[src/include/qsfc_map.svh]
// Purpose: Offsets, field positions, reset values and counts of the flash register block
// Assumes: APB byte addresses, one 32-bit word per register
// Notes:   Definitions only
`ifndef QSFC_MAP_SVH
`define QSFC_MAP_SVH

// ---------------------------------------------------------------
// Register byte offsets
// ---------------------------------------------------------------
`define QSFC_OFS_CS_GAP_TIMING       12'h014
`define QSFC_OFS_FIFO_STATE          12'h018
`define QSFC_OFS_IRQ_CONTROL         12'h020
`define QSFC_OFS_IRQ_FLAGS           12'h024
`define QSFC_OFS_FLASH_STATUS_VALUE  12'h028
`define QSFC_OFS_ADDRESS_TRIM        12'h02C
`define QSFC_OFS_DATA_WINDOW         12'h100
`define QSFC_OFS_FIFO_LEVELS         12'h030

// ---------------------------------------------------------------
// Field positions
// ---------------------------------------------------------------
`define QSFC_GAP_MSB                 3
`define QSFC_RX_READY_BIT            1
`define QSFC_TX_READY_BIT            0
`define QSFC_RX_LEVEL_MSB            13
`define QSFC_RX_LEVEL_LSB            12
`define QSFC_TX_LEVEL_MSB            9
`define QSFC_TX_LEVEL_LSB            8
`define QSFC_DONE_IRQ_EN_BIT         1
`define QSFC_DMA_EN_BIT              0
`define QSFC_DONE_FLAG_BIT           0

// ---------------------------------------------------------------
// Reset values
// ---------------------------------------------------------------
`define QSFC_RST_CS_GAP              4'hF
`define QSFC_RST_IRQ_CONTROL         32'h0000_0000
`define QSFC_RST_ADDRESS_TRIM        32'h0000_0000

// ---------------------------------------------------------------
// Sizes and counts
// ---------------------------------------------------------------
`define QSFC_FIFO_DEPTH              32
`define QSFC_LEVEL_STEP              8

`endif

[src/include/qsfc_pkg.sv]
// Purpose: Types shared by the flash register block
// Assumes: Nothing beyond the map header
// Notes:   Codes are written out in binary
`default_nettype none

package qsfc_pkg;

	// Trigger level codes for both queues
	typedef enum logic [1:0] {
		QSFC_LVL_8        = 2'b00,
		QSFC_LVL_16       = 2'b01,
		QSFC_LVL_24       = 2'b10,
		QSFC_LVL_RESERVED = 2'b11
	} qsfc_level_type;

	// Chip select sequencer states
	typedef enum logic [1:0] {
		QSFC_CS_GAP   = 2'b00,
		QSFC_CS_READY = 2'b01,
		QSFC_CS_ON    = 2'b10
	} qsfc_cs_type;

endpackage : qsfc_pkg

`default_nettype wire

[src/include/qsfc_fifo_if.sv]
// Purpose: Push/pop bundle between the register block and one queue
// Assumes: Single clock, push and pop are one-cycle strobes
// Notes:   Count width fits DEPTH itself
`default_nettype none

interface qsfc_fifo_if #(
	parameter int WIDTH = 32,
	parameter int CW    = 6
);
	logic             push;       // Write strobe
	logic [WIDTH-1:0] push_data;  // Word to store
	logic             pop;        // Read strobe
	logic [WIDTH-1:0] pop_data;   // Head word
	logic [CW-1:0]    count;      // Words held
	logic             full;       // No room
	logic             empty;      // Nothing held

	modport store (input push, push_data, pop, output pop_data, count, full, empty);
	modport user  (output push, push_data, pop, input pop_data, count, full, empty);
endinterface : qsfc_fifo_if

`default_nettype wire

[src/rtl/qsfc_regs.sv]
// Purpose: Register block of a quad serial flash controller on APB
// Assumes: Serial engine runs on ref_clk; sck_in comes from the pin side
// Notes:   No wait state; pready is high in every access cycle
//
// How it works
// - Chip select gap is field plus one
// - Receive ready: queue full, or final data while words are held
// - Transmit ready: queue nearly empty, resets high
// - Receive request at selected held level
// - Transmit request at selected free level
// - Done interrupt only when enable is one
// - DMA requests driven only while enabled
// - Done flag set when command finishes
// - Store returned flash status byte
// - Mask system address for direct reads
// - Data port pushes transmit, pops receive
//
// The APB slave port was left to the implementer.
`include "qsfc_map.svh"
`default_nettype none

module qsfc_regs
	import qsfc_pkg::*;
#(
	parameter int DEPTH = `QSFC_FIFO_DEPTH,
	parameter int CW    = $clog2(`QSFC_FIFO_DEPTH + 1)
) (
	input  wire logic        ref_clk,
	input  wire logic        rst_n,
	// APB slave
	input  wire logic        psel,
	input  wire logic        penable,
	input  wire logic        pwrite,
	input  wire logic [11:0] paddr,
	input  wire logic [31:0] pwdata,
	output logic             pready,
	output logic [31:0]      prdata,
	output logic             pslverr,
	// Interrupt and DMA handshake
	output logic             irq,
	output logic             dma_rx_req,
	output logic             dma_tx_req,
	// Serial engine side, same clock
	input  wire logic        cmd_done,
	input  wire logic        status_valid,
	input  wire logic [7:0]  status_byte,
	input  wire logic        final_data,
	input  wire logic        rx_push,
	input  wire logic [31:0] rx_data,
	output logic             rx_full,
	input  wire logic        tx_pop,
	output logic [31:0]      tx_data,
	output logic             tx_empty,
	input  wire logic        cs_request,
	output logic             cs_granted,
	// Pin side
	input  wire logic        sck_in,
	output logic             cs_n,
	// Direct mapping
	input  wire logic [31:0] sys_addr,
	output logic [31:0]      flash_addr
);

	// ---------------------------------------------------------------
	// Helper: trigger level code to word count
	// ---------------------------------------------------------------
	// Reserved code maps to a count no queue can reach, so it never fires
	function automatic logic [CW:0] qsfc_level_words(input qsfc_level_type code);
		logic [CW:0] words;
		words = '0;
		unique case (code)
			QSFC_LVL_8:        words = (CW+1)'(`QSFC_LEVEL_STEP);
			QSFC_LVL_16:       words = (CW+1)'(2 * `QSFC_LEVEL_STEP);
			QSFC_LVL_24:       words = (CW+1)'(3 * `QSFC_LEVEL_STEP);
			QSFC_LVL_RESERVED: words = (CW+1)'(DEPTH + 1);
		endcase
		return words;
	endfunction : qsfc_level_words

	// ---------------------------------------------------------------
	// State
	// ---------------------------------------------------------------
	logic [`QSFC_GAP_MSB:0] cs_gap;         // Gap field
	logic                   dma_enable;     // Handshake enable
	logic                   cmd_done_irq_enable;  // Done interrupt enable
	qsfc_level_type         rx_trigger_level;     // Receive trigger code
	qsfc_level_type         tx_trigger_level;     // Transmit trigger code
	logic                   cmd_done_flag;  // Sticky done flag
	logic [7:0]             flash_status;   // Last flash status byte
	logic [31:0]            address_trim;   // Direct map mask
	logic                   rx_queue_ready; // Receive ready flag
	logic                   tx_queue_ready; // Transmit ready flag
	logic [31:0]            rd_word;        // Read data captured at setup
	logic                   rd_err;         // Error captured at setup
	logic                   sck_meta;       // Synchroniser stage one
	logic                   sck_sync;       // Synchroniser stage two
	logic                   sck_prev;       // Edge detect history
	logic [4:0]             gap_count;      // Serial periods seen while deselected
	qsfc_cs_type            cs_state;       // Chip select sequencer
	qsfc_cs_type            next_cs_state;  // Its next value

	// Queue bundles
	qsfc_fifo_if #(.WIDTH(32), .CW(CW)) txq ();
	qsfc_fifo_if #(.WIDTH(32), .CW(CW)) rxq ();

	qsfc_fifo #(.WIDTH(32), .DEPTH(DEPTH), .CW(CW)) u_txq (
		.ref_clk (ref_clk),
		.rst_n   (rst_n),
		.port    (txq)
	);

	qsfc_fifo #(.WIDTH(32), .DEPTH(DEPTH), .CW(CW)) u_rxq (
		.ref_clk (ref_clk),
		.rst_n   (rst_n),
		.port    (rxq)
	);

	// ---------------------------------------------------------------
	// APB decode
	// ---------------------------------------------------------------
	wire setup_phase  = psel & ~penable;
	wire access_phase = psel & penable;
	wire wr_access    = access_phase & pwrite;
	wire rd_access    = access_phase & ~pwrite;

	wire hit_gap    = (paddr == `QSFC_OFS_CS_GAP_TIMING);
	wire hit_state  = (paddr == `QSFC_OFS_FIFO_STATE);
	wire hit_ctrl   = (paddr == `QSFC_OFS_IRQ_CONTROL);
	wire hit_flags  = (paddr == `QSFC_OFS_IRQ_FLAGS);
	wire hit_status = (paddr == `QSFC_OFS_FLASH_STATUS_VALUE);
	wire hit_trim   = (paddr == `QSFC_OFS_ADDRESS_TRIM);
	wire hit_data   = (paddr == `QSFC_OFS_DATA_WINDOW);
	wire hit_levels = (paddr == `QSFC_OFS_FIFO_LEVELS);
	wire hit_any    = hit_gap | hit_state | hit_ctrl | hit_flags | hit_status
	                | hit_trim | hit_data | hit_levels;

	// Read-only words take no write; such a write reports an error
	wire hit_ro     = hit_state | hit_status | hit_levels;

	// Data port: writes fill transmit, reads drain receive
	assign txq.push      = wr_access & hit_data & ~txq.full;
	assign txq.push_data = pwdata;
	assign rxq.pop       = rd_access & hit_data & ~rxq.empty;

	// Engine side of the queues
	assign rxq.push      = rx_push;
	assign rxq.push_data = rx_data;
	assign txq.pop       = tx_pop;
	assign tx_data       = txq.pop_data;
	assign tx_empty      = txq.empty;
	assign rx_full       = rxq.full;

	// Free room in the transmit queue
	wire [CW:0] tx_free = (CW+1)'(DEPTH) - {1'b0, txq.count};
	wire [CW:0] rx_held = {1'b0, rxq.count};

	// ---------------------------------------------------------------
	// Read mux, sampled in the setup cycle
	// ---------------------------------------------------------------
	// Capturing here keeps prdata a flop output without adding a wait state
	wire [31:0] fifo_state_word = {30'h0, rx_queue_ready, tx_queue_ready};
	wire [31:0] ctrl_word = {18'h0, rx_trigger_level, 2'h0, tx_trigger_level,
	                         6'h0, cmd_done_irq_enable, dma_enable};
	wire [31:0] levels_word = {10'h0, 6'(txq.count), 10'h0, 6'(rxq.count)};
	wire [31:0] next_rd_word =
		hit_gap    ? {28'h0, cs_gap} :
		hit_state  ? fifo_state_word :
		hit_ctrl   ? ctrl_word :
		hit_flags  ? {31'h0, cmd_done_flag} :
		hit_status ? {24'h0, flash_status} :
		hit_trim   ? address_trim :
		hit_data   ? (rxq.empty ? 32'h0 : rxq.pop_data) :
		hit_levels ? levels_word :
		32'h0;
	// Unmapped, write to read-only, push when full, pop when empty
	wire next_rd_err = ~hit_any
	                 | (pwrite & hit_ro)
	                 | (pwrite & hit_data & txq.full)
	                 | (~pwrite & hit_data & rxq.empty);

	// Read word and error latched in setup
	always_ff @(posedge ref_clk) begin
		if (!rst_n) begin
			rd_word <= 32'h0;
			rd_err  <= 1'b0;
		end else if (setup_phase) begin
			rd_word <= next_rd_word;
			rd_err  <= next_rd_err;
		end
	end

	assign pready  = access_phase;
	assign prdata  = rd_word;
	assign pslverr = access_phase & rd_err;

	// ---------------------------------------------------------------
	// Software writable registers
	// ---------------------------------------------------------------
	always_ff @(posedge ref_clk) begin
		if (!rst_n) begin
			cs_gap              <= `QSFC_RST_CS_GAP;
			dma_enable          <= 1'b0;
			cmd_done_irq_enable <= 1'b0;
			rx_trigger_level    <= QSFC_LVL_8;
			tx_trigger_level    <= QSFC_LVL_8;
			address_trim        <= `QSFC_RST_ADDRESS_TRIM;
		end else if (wr_access) begin
			if (hit_gap) begin
				cs_gap <= pwdata[`QSFC_GAP_MSB:0];
			end
			if (hit_ctrl) begin
				dma_enable          <= pwdata[`QSFC_DMA_EN_BIT];
				cmd_done_irq_enable <= pwdata[`QSFC_DONE_IRQ_EN_BIT];
				rx_trigger_level    <=
					qsfc_level_type'(pwdata[`QSFC_RX_LEVEL_MSB:`QSFC_RX_LEVEL_LSB]);
				tx_trigger_level    <=
					qsfc_level_type'(pwdata[`QSFC_TX_LEVEL_MSB:`QSFC_TX_LEVEL_LSB]);
			end
			if (hit_trim) begin
				address_trim <= pwdata;
			end
		end
	end

	// ---------------------------------------------------------------
	// Done flag and interrupt
	// ---------------------------------------------------------------
	// Writing zero clears; a completion in the same cycle wins
	wire done_clear = wr_access & hit_flags & ~pwdata[`QSFC_DONE_FLAG_BIT];

	always_ff @(posedge ref_clk) begin
		if (!rst_n) begin
			cmd_done_flag <= 1'b0;
		end else if (cmd_done) begin
			cmd_done_flag <= 1'b1;
		end else if (done_clear) begin
			cmd_done_flag <= 1'b0;
		end
	end

	// Level output, no masking other than the enable
	assign irq = cmd_done_flag & cmd_done_irq_enable;

	// ---------------------------------------------------------------
	// Flash status capture
	// ---------------------------------------------------------------
	always_ff @(posedge ref_clk) begin
		if (!rst_n) begin
			flash_status <= 8'h00;
		end else if (status_valid) begin
			flash_status <= status_byte;
		end
	end

	// ---------------------------------------------------------------
	// Queue ready flags
	// ---------------------------------------------------------------
	// Receive: full, or the engine says what is left is the tail
	wire next_rx_ready = rxq.full | (final_data & ~rxq.empty);
	// Transmit: at most one word left, so software may fill it whole
	wire next_tx_ready = (txq.count <= CW'(1));

	always_ff @(posedge ref_clk) begin
		if (!rst_n) begin
			rx_queue_ready <= 1'b0;
			tx_queue_ready <= 1'b1;
		end else begin
			rx_queue_ready <= next_rx_ready;
			tx_queue_ready <= next_tx_ready;
		end
	end

	// ---------------------------------------------------------------
	// DMA handshake
	// ---------------------------------------------------------------
	// Combinational so a request drops the cycle the level is left
	wire rx_at_level = (rx_held >= qsfc_level_words(rx_trigger_level));
	wire tx_at_level = (tx_free >= qsfc_level_words(tx_trigger_level));
	assign dma_rx_req = dma_enable & rx_at_level;
	assign dma_tx_req = dma_enable & tx_at_level;

	// ---------------------------------------------------------------
	// Direct mapping
	// ---------------------------------------------------------------
	// A one in the mask keeps the bit; zeros strip high order bits
	always_ff @(posedge ref_clk) begin
		if (!rst_n) begin
			flash_addr <= 32'h0;
		end else begin
			flash_addr <= sys_addr & address_trim;
		end
	end

	// ---------------------------------------------------------------
	// Serial clock sampling
	// ---------------------------------------------------------------
	// Two stages before anything looks at the pin
	always_ff @(posedge ref_clk) begin
		if (!rst_n) begin
			sck_meta <= 1'b0;
			sck_sync <= 1'b0;
			sck_prev <= 1'b0;
		end else begin
			sck_meta <= sck_in;
			sck_sync <= sck_meta;
			sck_prev <= sck_sync;
		end
	end

	wire sck_rise = sck_sync & ~sck_prev;

	// ---------------------------------------------------------------
	// Chip select gap sequencer
	// ---------------------------------------------------------------
	// Gap is met once field plus one serial periods passed deselected
	wire [4:0] gap_needed = {1'b0, cs_gap} + 5'h01;
	wire       gap_met    = (gap_count >= gap_needed);

	always_comb begin
		next_cs_state = cs_state;
		unique case (cs_state)
			QSFC_CS_GAP:   if (gap_met) begin
				next_cs_state = QSFC_CS_READY;
			end
			QSFC_CS_READY: if (cs_request) begin
				next_cs_state = QSFC_CS_ON;
			end
			QSFC_CS_ON:    if (!cs_request) begin
				next_cs_state = QSFC_CS_GAP;
			end
			default:       next_cs_state = QSFC_CS_GAP;
		endcase
	end

	// Counter restarts on each deselect and saturates at 16
	always_ff @(posedge ref_clk) begin
		if (!rst_n) begin
			cs_state  <= QSFC_CS_READY;
			gap_count <= 5'h10;
		end else begin
			cs_state <= next_cs_state;
			if (cs_state == QSFC_CS_ON) begin
				gap_count <= 5'h00;
			end else if (sck_rise && gap_count != 5'h10) begin
				gap_count <= gap_count + 5'h01;
			end
		end
	end

	// Select pin low only while granted
	assign cs_n       = (cs_state != QSFC_CS_ON);
	assign cs_granted = (cs_state == QSFC_CS_ON);

endmodule : qsfc_regs

`default_nettype wire

[src/rtl/qsfc_fifo.sv]
// Purpose: Word queue used for transmit and receive data
// Assumes: Pushes to a full queue and pops of an empty one are dropped by the queue itself
// Notes:   Head word is read straight from the array
`default_nettype none

module qsfc_fifo #(
	parameter int WIDTH = 32,
	parameter int DEPTH = 32,
	parameter int CW    = 6
) (
	input  wire logic   ref_clk,
	input  wire logic   rst_n,
	qsfc_fifo_if.store  port
);
	localparam int AW = $clog2(DEPTH);

	logic [WIDTH-1:0] mem [DEPTH];  // Storage
	logic [AW-1:0]    wr_ptr;       // Next write slot
	logic [AW-1:0]    rd_ptr;       // Head slot
	logic [CW-1:0]    count;        // Occupancy

	wire do_push = port.push & ~port.full;   // Guarded write
	wire do_pop  = port.pop & ~port.empty;   // Guarded read

	assign port.pop_data = mem[rd_ptr];
	assign port.count    = count;
	assign port.full     = (count == CW'(DEPTH));
	assign port.empty    = (count == '0);

	// ---------------------------------------------------------------
	// Pointers and occupancy
	// ---------------------------------------------------------------
	always_ff @(posedge ref_clk) begin
		if (!rst_n) begin
			wr_ptr <= '0;
			rd_ptr <= '0;
			count  <= '0;
		end else begin
			if (do_push) begin
				wr_ptr <= (wr_ptr == AW'(DEPTH - 1)) ? '0 : wr_ptr + 1'b1;
			end
			if (do_pop) begin
				rd_ptr <= (rd_ptr == AW'(DEPTH - 1)) ? '0 : rd_ptr + 1'b1;
			end
			count <= count + CW'(do_push) - CW'(do_pop);
		end
	end

	// Array write, no reset needed for data
	always_ff @(posedge ref_clk) begin
		if (do_push) begin
			mem[wr_ptr] <= port.push_data;
		end
	end
endmodule : qsfc_fifo

`default_nettype wire

[config.mk]
export PLATFORM = sky130hd
export DESIGN_NAME = qsfc_regs
export DESIGN_NICKNAME = d
export VERILOG_FILES = /design/src/include/qsfc_pkg.sv /design/src/include/qsfc_fifo_if.sv /design/src/rtl/qsfc_regs.sv /design/src/rtl/qsfc_fifo.sv
export VERILOG_INCLUDE_DIRS = /design/src /design/src/include
export SDC_FILE = /design/constraint.sdc
export NUM_CORES = 2
export LEC_CHECK = 0
export BUFFER_PORTS_ARGS = -buffer_cell sky130_fd_sc_hd__buf_2
export CELL_PAD_IN_SITES_DETAIL_PLACEMENT = 1
export CELL_PAD_IN_SITES_GLOBAL_PLACEMENT = 1
export CORE_MARGIN = 2
export CORE_UTILIZATION = 56
export CTS_CLUSTER_DIAMETER = 60
export CTS_CLUSTER_SIZE = 14
export DETAILED_ROUTE_END_ITERATION = 6
export GPL_TIMING_DRIVEN = 0
export PLACE_DENSITY = 0.79
export SKIP_LAST_GASP = 1
export SLEW_MARGIN = 10
export SYNTH_ARGS = -nofsm -noshare
export SYNTH_HDL_FRONTEND = slang
export SYNTH_SLANG_ARGS = --single-unit
[constraint.sdc]
create_clock -name ref_clk -period 5.5 [get_ports ref_clk]
set_input_delay 0.275 -clock ref_clk [delete_from_list [all_inputs] [get_ports ref_clk]]
set_output_delay 0.275 -clock ref_clk [all_outputs]
set_load 0.03 [all_outputs]
Word-level counts from Yosys, hierarchy flattened. Memory sizes are Yosys's and may differ from the RTL's. A register that Yosys moved wholly into a read port is not among the register bits. Index checks and enable logic that the tools add are counted.

Bits in writable memories: 2048. Input bits: 128. Register bits: 160. Memories kept: 2.

Memories: u_rxq.mem (words 32, width 32, read ports 1, clocked after Yosys merged registers in 1, wr ports 1, line qsfc_fifo.sv:17) `logic [WIDTH-1:0] mem [DEPTH];`; u_txq.mem (words 32, width 32, read ports 1, clocked after Yosys merged registers in 1, wr ports 1, line qsfc_fifo.sv:17).

Order comparisons: 4. Equality and inequality tests: 27. $add $sub $neg: 11. Bitwise logic cells: 49. Muxes and demuxes: 31. Reduce and logical (&&, ||, !) cells: 13.

Operator list (count): two-way mux 32 bit (8); equality test 12 x 6 -> 1 bit (second input constant) (5); case mux 7 bit (4 select lines) (2); two-way mux 5 bit (10); AND 32 bit (1); adder 5 x 1 -> 5 bit (second input constant) (5); AND 1 bit (25); equality test 12 x 5 -> 1 bit (second input constant) (2); two-way mux 22 bit (1); equality test 5 bit (second input constant) (4); bitwise OR 1 bit (13); adder 6 x 1 -> 6 bit (2); equality test 12 x 9 -> 1 bit (second input constant) (1); equality test 6 bit (second input constant) (2); zero test 6 bit (2); subtractor 6 x 1 -> 6 bit (2); equality test 2 bit (second input constant) (5); NOT 1 bit (10); inequality test 2 bit (second input constant) (4); greater-or-equal comparator 6 x 7 -> 1 bit (1); greater-or-equal comparator 7 bit (1); subtractor 6 x 6 -> 7 bit (first input constant) (1); equality test 2 x 1 -> 1 bit (second input constant) (3); less-or-equal comparator 6 x 1 -> 1 bit (second input constant) (1); other kinds (12) (24).

Depth between registers and ports, before layout.
Depth in word-level cells: 12. Mapped depth: 17. Depth with buffers taken out: 16.

Modules after synthesis. From an unflattened synthesis, not the netlist that was laid out.

Cells, all modules: 4768. Area, all modules: 86639.3 um^2.

Modules (own cells, without submodules): qsfc_fifo (u_rxq) (seq. area each 31169.9 um^2, instances 1, cells an instance 2046, area an instance 40398.7 um^2); qsfc_fifo (u_txq) (seq. area each 31169.9 um^2, instances 1, cells an instance 2046, area an instance 40391.2 um^2); qsfc_regs (seq. area each 2562.5 um^2, instances 1, cells an instance 676, area an instance 5849.4 um^2).

Least setup slack after synthesis. OpenSTA, ideal clock, no wires.

Path kind: input -> register. Start: input port paddr[2]. End: memory u_txq.mem[28][0] (enable). Cell stages on the path: 8. Slack: 2135 ps. Data arrival time: 2944 ps. Path buffers: 2. Data required time: 5079 ps. Cells stage by stage: buf_6 > nor4_2 > and4_1 > buf_2 > nand3_1 > inv_1 > nand2_1 > nor2_1.

Cells in the longest elaborated chain, start to end: 6.

Ends and longest elaborated chain: start: declaration (line qsfc_regs.sv:34) `input wire logic [11:0] paddr,`; equality test 12 x 9 -> 1 bit (no line); AND 1 bit (2 in a row) (line qsfc_regs.sv:141) `assign txq.push = wr_access & hit_data & ~txq.full;`; AND 1 bit (line qsfc_fifo.sv:22) `wire do_push = port.push & ~port.full;`; two-way mux 1 bit (line qsfc_fifo.sv:51) `if (do_push) begin`; two-way mux 1 bit (implied by the code) (line qsfc_fifo.sv:52) `mem[wr_ptr] <= port.push_data;`; end: declaration (line qsfc_fifo.sv:17).

No other way between the ends.

==> flow_metrics.env <==
export IMPL_p_per_area_mw_per_mm2=353
export IMPL_power_frac_clock_pct=36.3
export IMPL_routed_wl_um=269000
export IMPL_synth_seq_area_share_pct=75.6
export IMPL_cts_buffer_depth=3
export IMPL_synthAdderAreaFrac_pct=0.936
export IMPL_cts_made_buffers=184
export IMPL_cp_end_kind="primary output"
export IMPL_grt_overflow_total=0
export IMPL_p_leak_nw=30.8
export IMPL_dieWidth_um=396
export IMPL_drt_first_pass_iters=6
export IMPL_swShare_pct=23.6
export IMPL_synth_xor_area_share_pct=0.173
export IMPL_pwr_share_seq_pct=53.6
export IMPL_synthFlopType="edfxtp_1"
export IMPL_critPathArrivalTime_ps=4550
export IMPL_num_vias=47733
export IMPL_fp_row_count=143
export IMPL_tightest_slew_ps=1370
export IMPL_syn_area_per_cell_um2=20.7
export IMPL_routed_via_density=6.88
export IMPL_rsz0062_at_grt="false"
export IMPL_drcViolationCount=0
export IMPL_synth_cells=4154
export IMPL_crit_fanout=10
export IMPL_p_sw_mw=8.21
export IMPL_drt_initial_drc_count=6915
export IMPL_syn_area_mm2=0.0858
export IMPL_synthToLayoutAreaGrowth_pct=14.7
export IMPL_synth_edff_count=2048
export IMPL_slew_violations=0
export IMPL_antenna_left=0
export IMPL_final_net_count=4949
export IMPL_root_buffer="clkbuf_16"
export IMPL_grt_pass1_wl_um=375000
export IMPL_fillers=12435
export IMPL_start_util_pct=56.4
export IMPL_max_cap_violations=0
export IMPL_critPathKind="reg2out"
export IMPL_combPwrFrac_pct=10.1
export IMPL_period_needed_ps=4820
export IMPL_dieArea_mm2=0.156
export IMPL_synth_top_family_by_area="multiplexers"
export IMPL_hold_start="paddr[10]"
export IMPL_vdd_ir_drop_max_mv=0.383
export IMPL_post_drt_wl_per_cell_um=38.7
export IMPL_place_gp_congestion=0.880
export IMPL_worst_hold_path_num_cells=5
export IMPL_clk_pin_slew_ps=70
export IMPL_cts_tree="done"
export IMPL_ys_warn_count=0
export IMPL_hold_end="prdata[0]$_SDFFE_PN0P_"
export IMPL_max_clock_freq_ghz=0.207
export IMPL_grt_usage_pct=34.6
export IMPL_coreArea_mm2=0.152
export IMPL_ff2ff_setup_slack_ps=1300
export IMPL_start_kind="register"
export IMPL_slew_headroom_pct=8.98
export IMPL_synth_compound_area_share_pct=2.60
export IMPL_final_layout_size_suffix_gt1_share_pct=26.6
export IMPL_die_h_um=396
export IMPL_portBuffers=230
export IMPL_synth_simple_area_share_pct=2.96
export IMPL_cts_sinks=2218
export IMPL_required_ps=5220
export IMPL_rr_endpoint="prdata[20]$_SDFFE_PN0P_"
export IMPL_synth_fp_nets=4345
export IMPL_muxShareOfSynthArea_pct=16.4
export IMPL_finClkSkew_ps=26.2
export IMPL_slowest_delay_ps=1050
export IMPL_cp_slowest_cell="clkbuf_1"
export IMPL_h_tree_depth=4
export IMPL_hpwlAfterDp_um=177000
export IMPL_clock_latency_ps=840
export IMPL_grt_pass1_vias=49176
export IMPL_hp_class="in2reg"
export IMPL_p_int_mw=26.5
export IMPL_status="finished, final reports clean"
export IMPL_ys_ff_latch=2218
export IMPL_antenna_found_initial=38
export IMPL_finalHoldViolations=0
export IMPL_setup_viol=0
export IMPL_power_mw=34.8
export IMPL_async_flop_share_pct=0
export IMPL_stdcell_area_mm2=0.0985
export IMPL_worstPathCellList="clkbuf_1 > clkbuf_1 > mux4_2 > mux4_2 > mux2_2 > buf_2"
export IMPL_num_io_pins=233
export IMPL_grt_max_degree=37
export IMPL_fin_crit_sh_pct=87.7
export IMPL_post_dp_cell_area_mm2=0.0919
export IMPL_rr_worst_depth=6
export IMPL_whs_ps=17.6
export IMPL_synth_cell_types=72
## kinds of logic (layout without fill, tap and decap cells)
kind of cell	Yosys count	count (layout)
compound gates	345	345
xor+xnor	17	17
fa+ha+maj	63	63
buf+inv	268	1009
flops	2218	2218
mux	712	712
other cells	0	14
simple gates	531	531
## cells in the final DEF, fill, tap and decap left out, drive strengths merged, types with 8 or more instances in the layout
master       netlist  layout
o22ai             37      37
o21ai             31      31
buf              118     433
dfxtp            170     170
nor3              10      10
mux2              45      45
nor2             173     173
and3              47      47
xor2               8       8
or4                8       8
mux4             549     549
nand3b             9       9
a211oi            18      18
and2              13      13
mux2i            118     118
nand3             53      53
ha                61      61
a21oi            129     129
edfxtp          2048    2048
a311oi            15      15
nand2            148     148
o21a               8       8
nand2b            11      11
diode              0      14
dlygate4sd3        0     102
a22oi             27      27
inv               50      62
clkinv             1      15
clkbuf            99     390
a31oi             14      14
nor2b             26      26
xnor2              9       9
## state kept, by name (all words and copies together), names as in the netlist, 6 cells and up, named ones only
name              cells
address_trim         32
flash_addr           32
flash_status          8
prdata               32
u_rxq.mem          1024
u_rxq.port.count      6
u_txq.mem          1024
u_txq.port.count      6
## synth_stat cells, types with 8 or more instances
library cell,count,area [um2]
a22oi_1,27,203
mux2_2,45,507
buf_4,8,60.1
and3_1,47,294
o22ai_1,37,231
nand3_1,53,265
inv_1,50,188
a311oi_1,15,131
nand3b_1,9,67.6
mux2i_1,118,1180
dfxtp_1,170,3400
nor2_1,173,649
nand2_1,148,556
a31oi_1,14,87.6
ha_1,61,763
buf_2,79,395
nor3_1,9,45.0
clkbuf_1,99,372
xor2_1,8,70.1
edfxtp_1,2048,61500
and2_1,13,81.3
or4_1,8,60.1
buf_1,28,105
o21a_1,8,60.1
a211oi_1,18,135
o21ai_0,26,130
mux4_2,549,12400
nand2b_1,11,68.8
xnor2_1,9,78.8
nor2b_1,26,163
a21oi_1,129,646
## routing by layer
layer	wire [um]	share of wire (%)	vias to the layer above	GRT usage (%)
li1	-	-	18374	-
met3	29600	11	749	7.93
met1	92200	34	24987	44.4
met5	182	0.068	-	0
met2	133000	49	3597	56.6
met4	13900	5.2	26	15.9
## power groups by stage
stage               Combinational [mW]  Clock (mW)  Sequential (mW)
CTS                               3.48        12.6             18.6
floorplan                         2.16           0             19.0
finish                            3.51        12.6             18.6
global route                      3.72        13.2             18.6
detailed placement                3.39           0             19.0
global placement                  3.22           0             19.0
## final cells by class
| class | count | area [um2] | area share [%] |
|---|---|---|---|
| antenna | 14 | 35.0 | 0.0356 |
| clock buffer | 290 | 5090 | 5.16 |
| sequential | 2218 | 64900 | 65.9 |
| timing repair buffer | 418 | 4090 | 4.15 |
| buffer | 217 | 971 | 0.986 |
| tap | 2030 | 2540 | 2.58 |
| multi-input combinational | 1668 | 20300 | 20.6 |
| clock inverter | 33 | 420 | 0.427 |
| inverter | 51 | 191 | 0.194 |
## how the worst max path moves through the flow
stage	from	endpoint	slack (ps)
after floorplan	paddr[2]	u_txq.mem[28][0]$_DFFE_PP_	2140
after CTS	register	tx_data[31]	740
after detailed placement	paddr[0]	u_txq.mem[4][14]$_DFFE_PP_	1480
after global placement	paddr[1]	u_txq.mem[29][14]$_DFFE_PP_	-680
final	register	tx_data[31]	680
after global routing	register	tx_data[31]	690
## critical path, delay by kind of cell (launching register included)
family                 cells  cell delay, ps
buffers and inverters      3            2030
DFF                        1             400
muxes                      3            1290
## timing repair
action | 4_1_cts | 5_1_grt
hold buffers | 102 | 0
gates resized for setup | 0 | 0
buffers inserted | 0 | 0
endpoints found under the hold margin | 1538 | 0
## metrics by stage
stage / utilization, % / setup WS [ps] / instances / setup TNS, ps
floorplan: - / 2140 / 4154 / 0
global placement: 58.9 / -679 / 6414 / -457280
finish: 64.8 / 675 / 6939 / 0
CTS: 64.7 / 736 / 6924 / 0
global route: 64.7 / 686 / 6928 / 0
detailed placement: 60.4 / 1480 / 6499 / 0
Note: power is estimated with default switching activity, not from simulation.
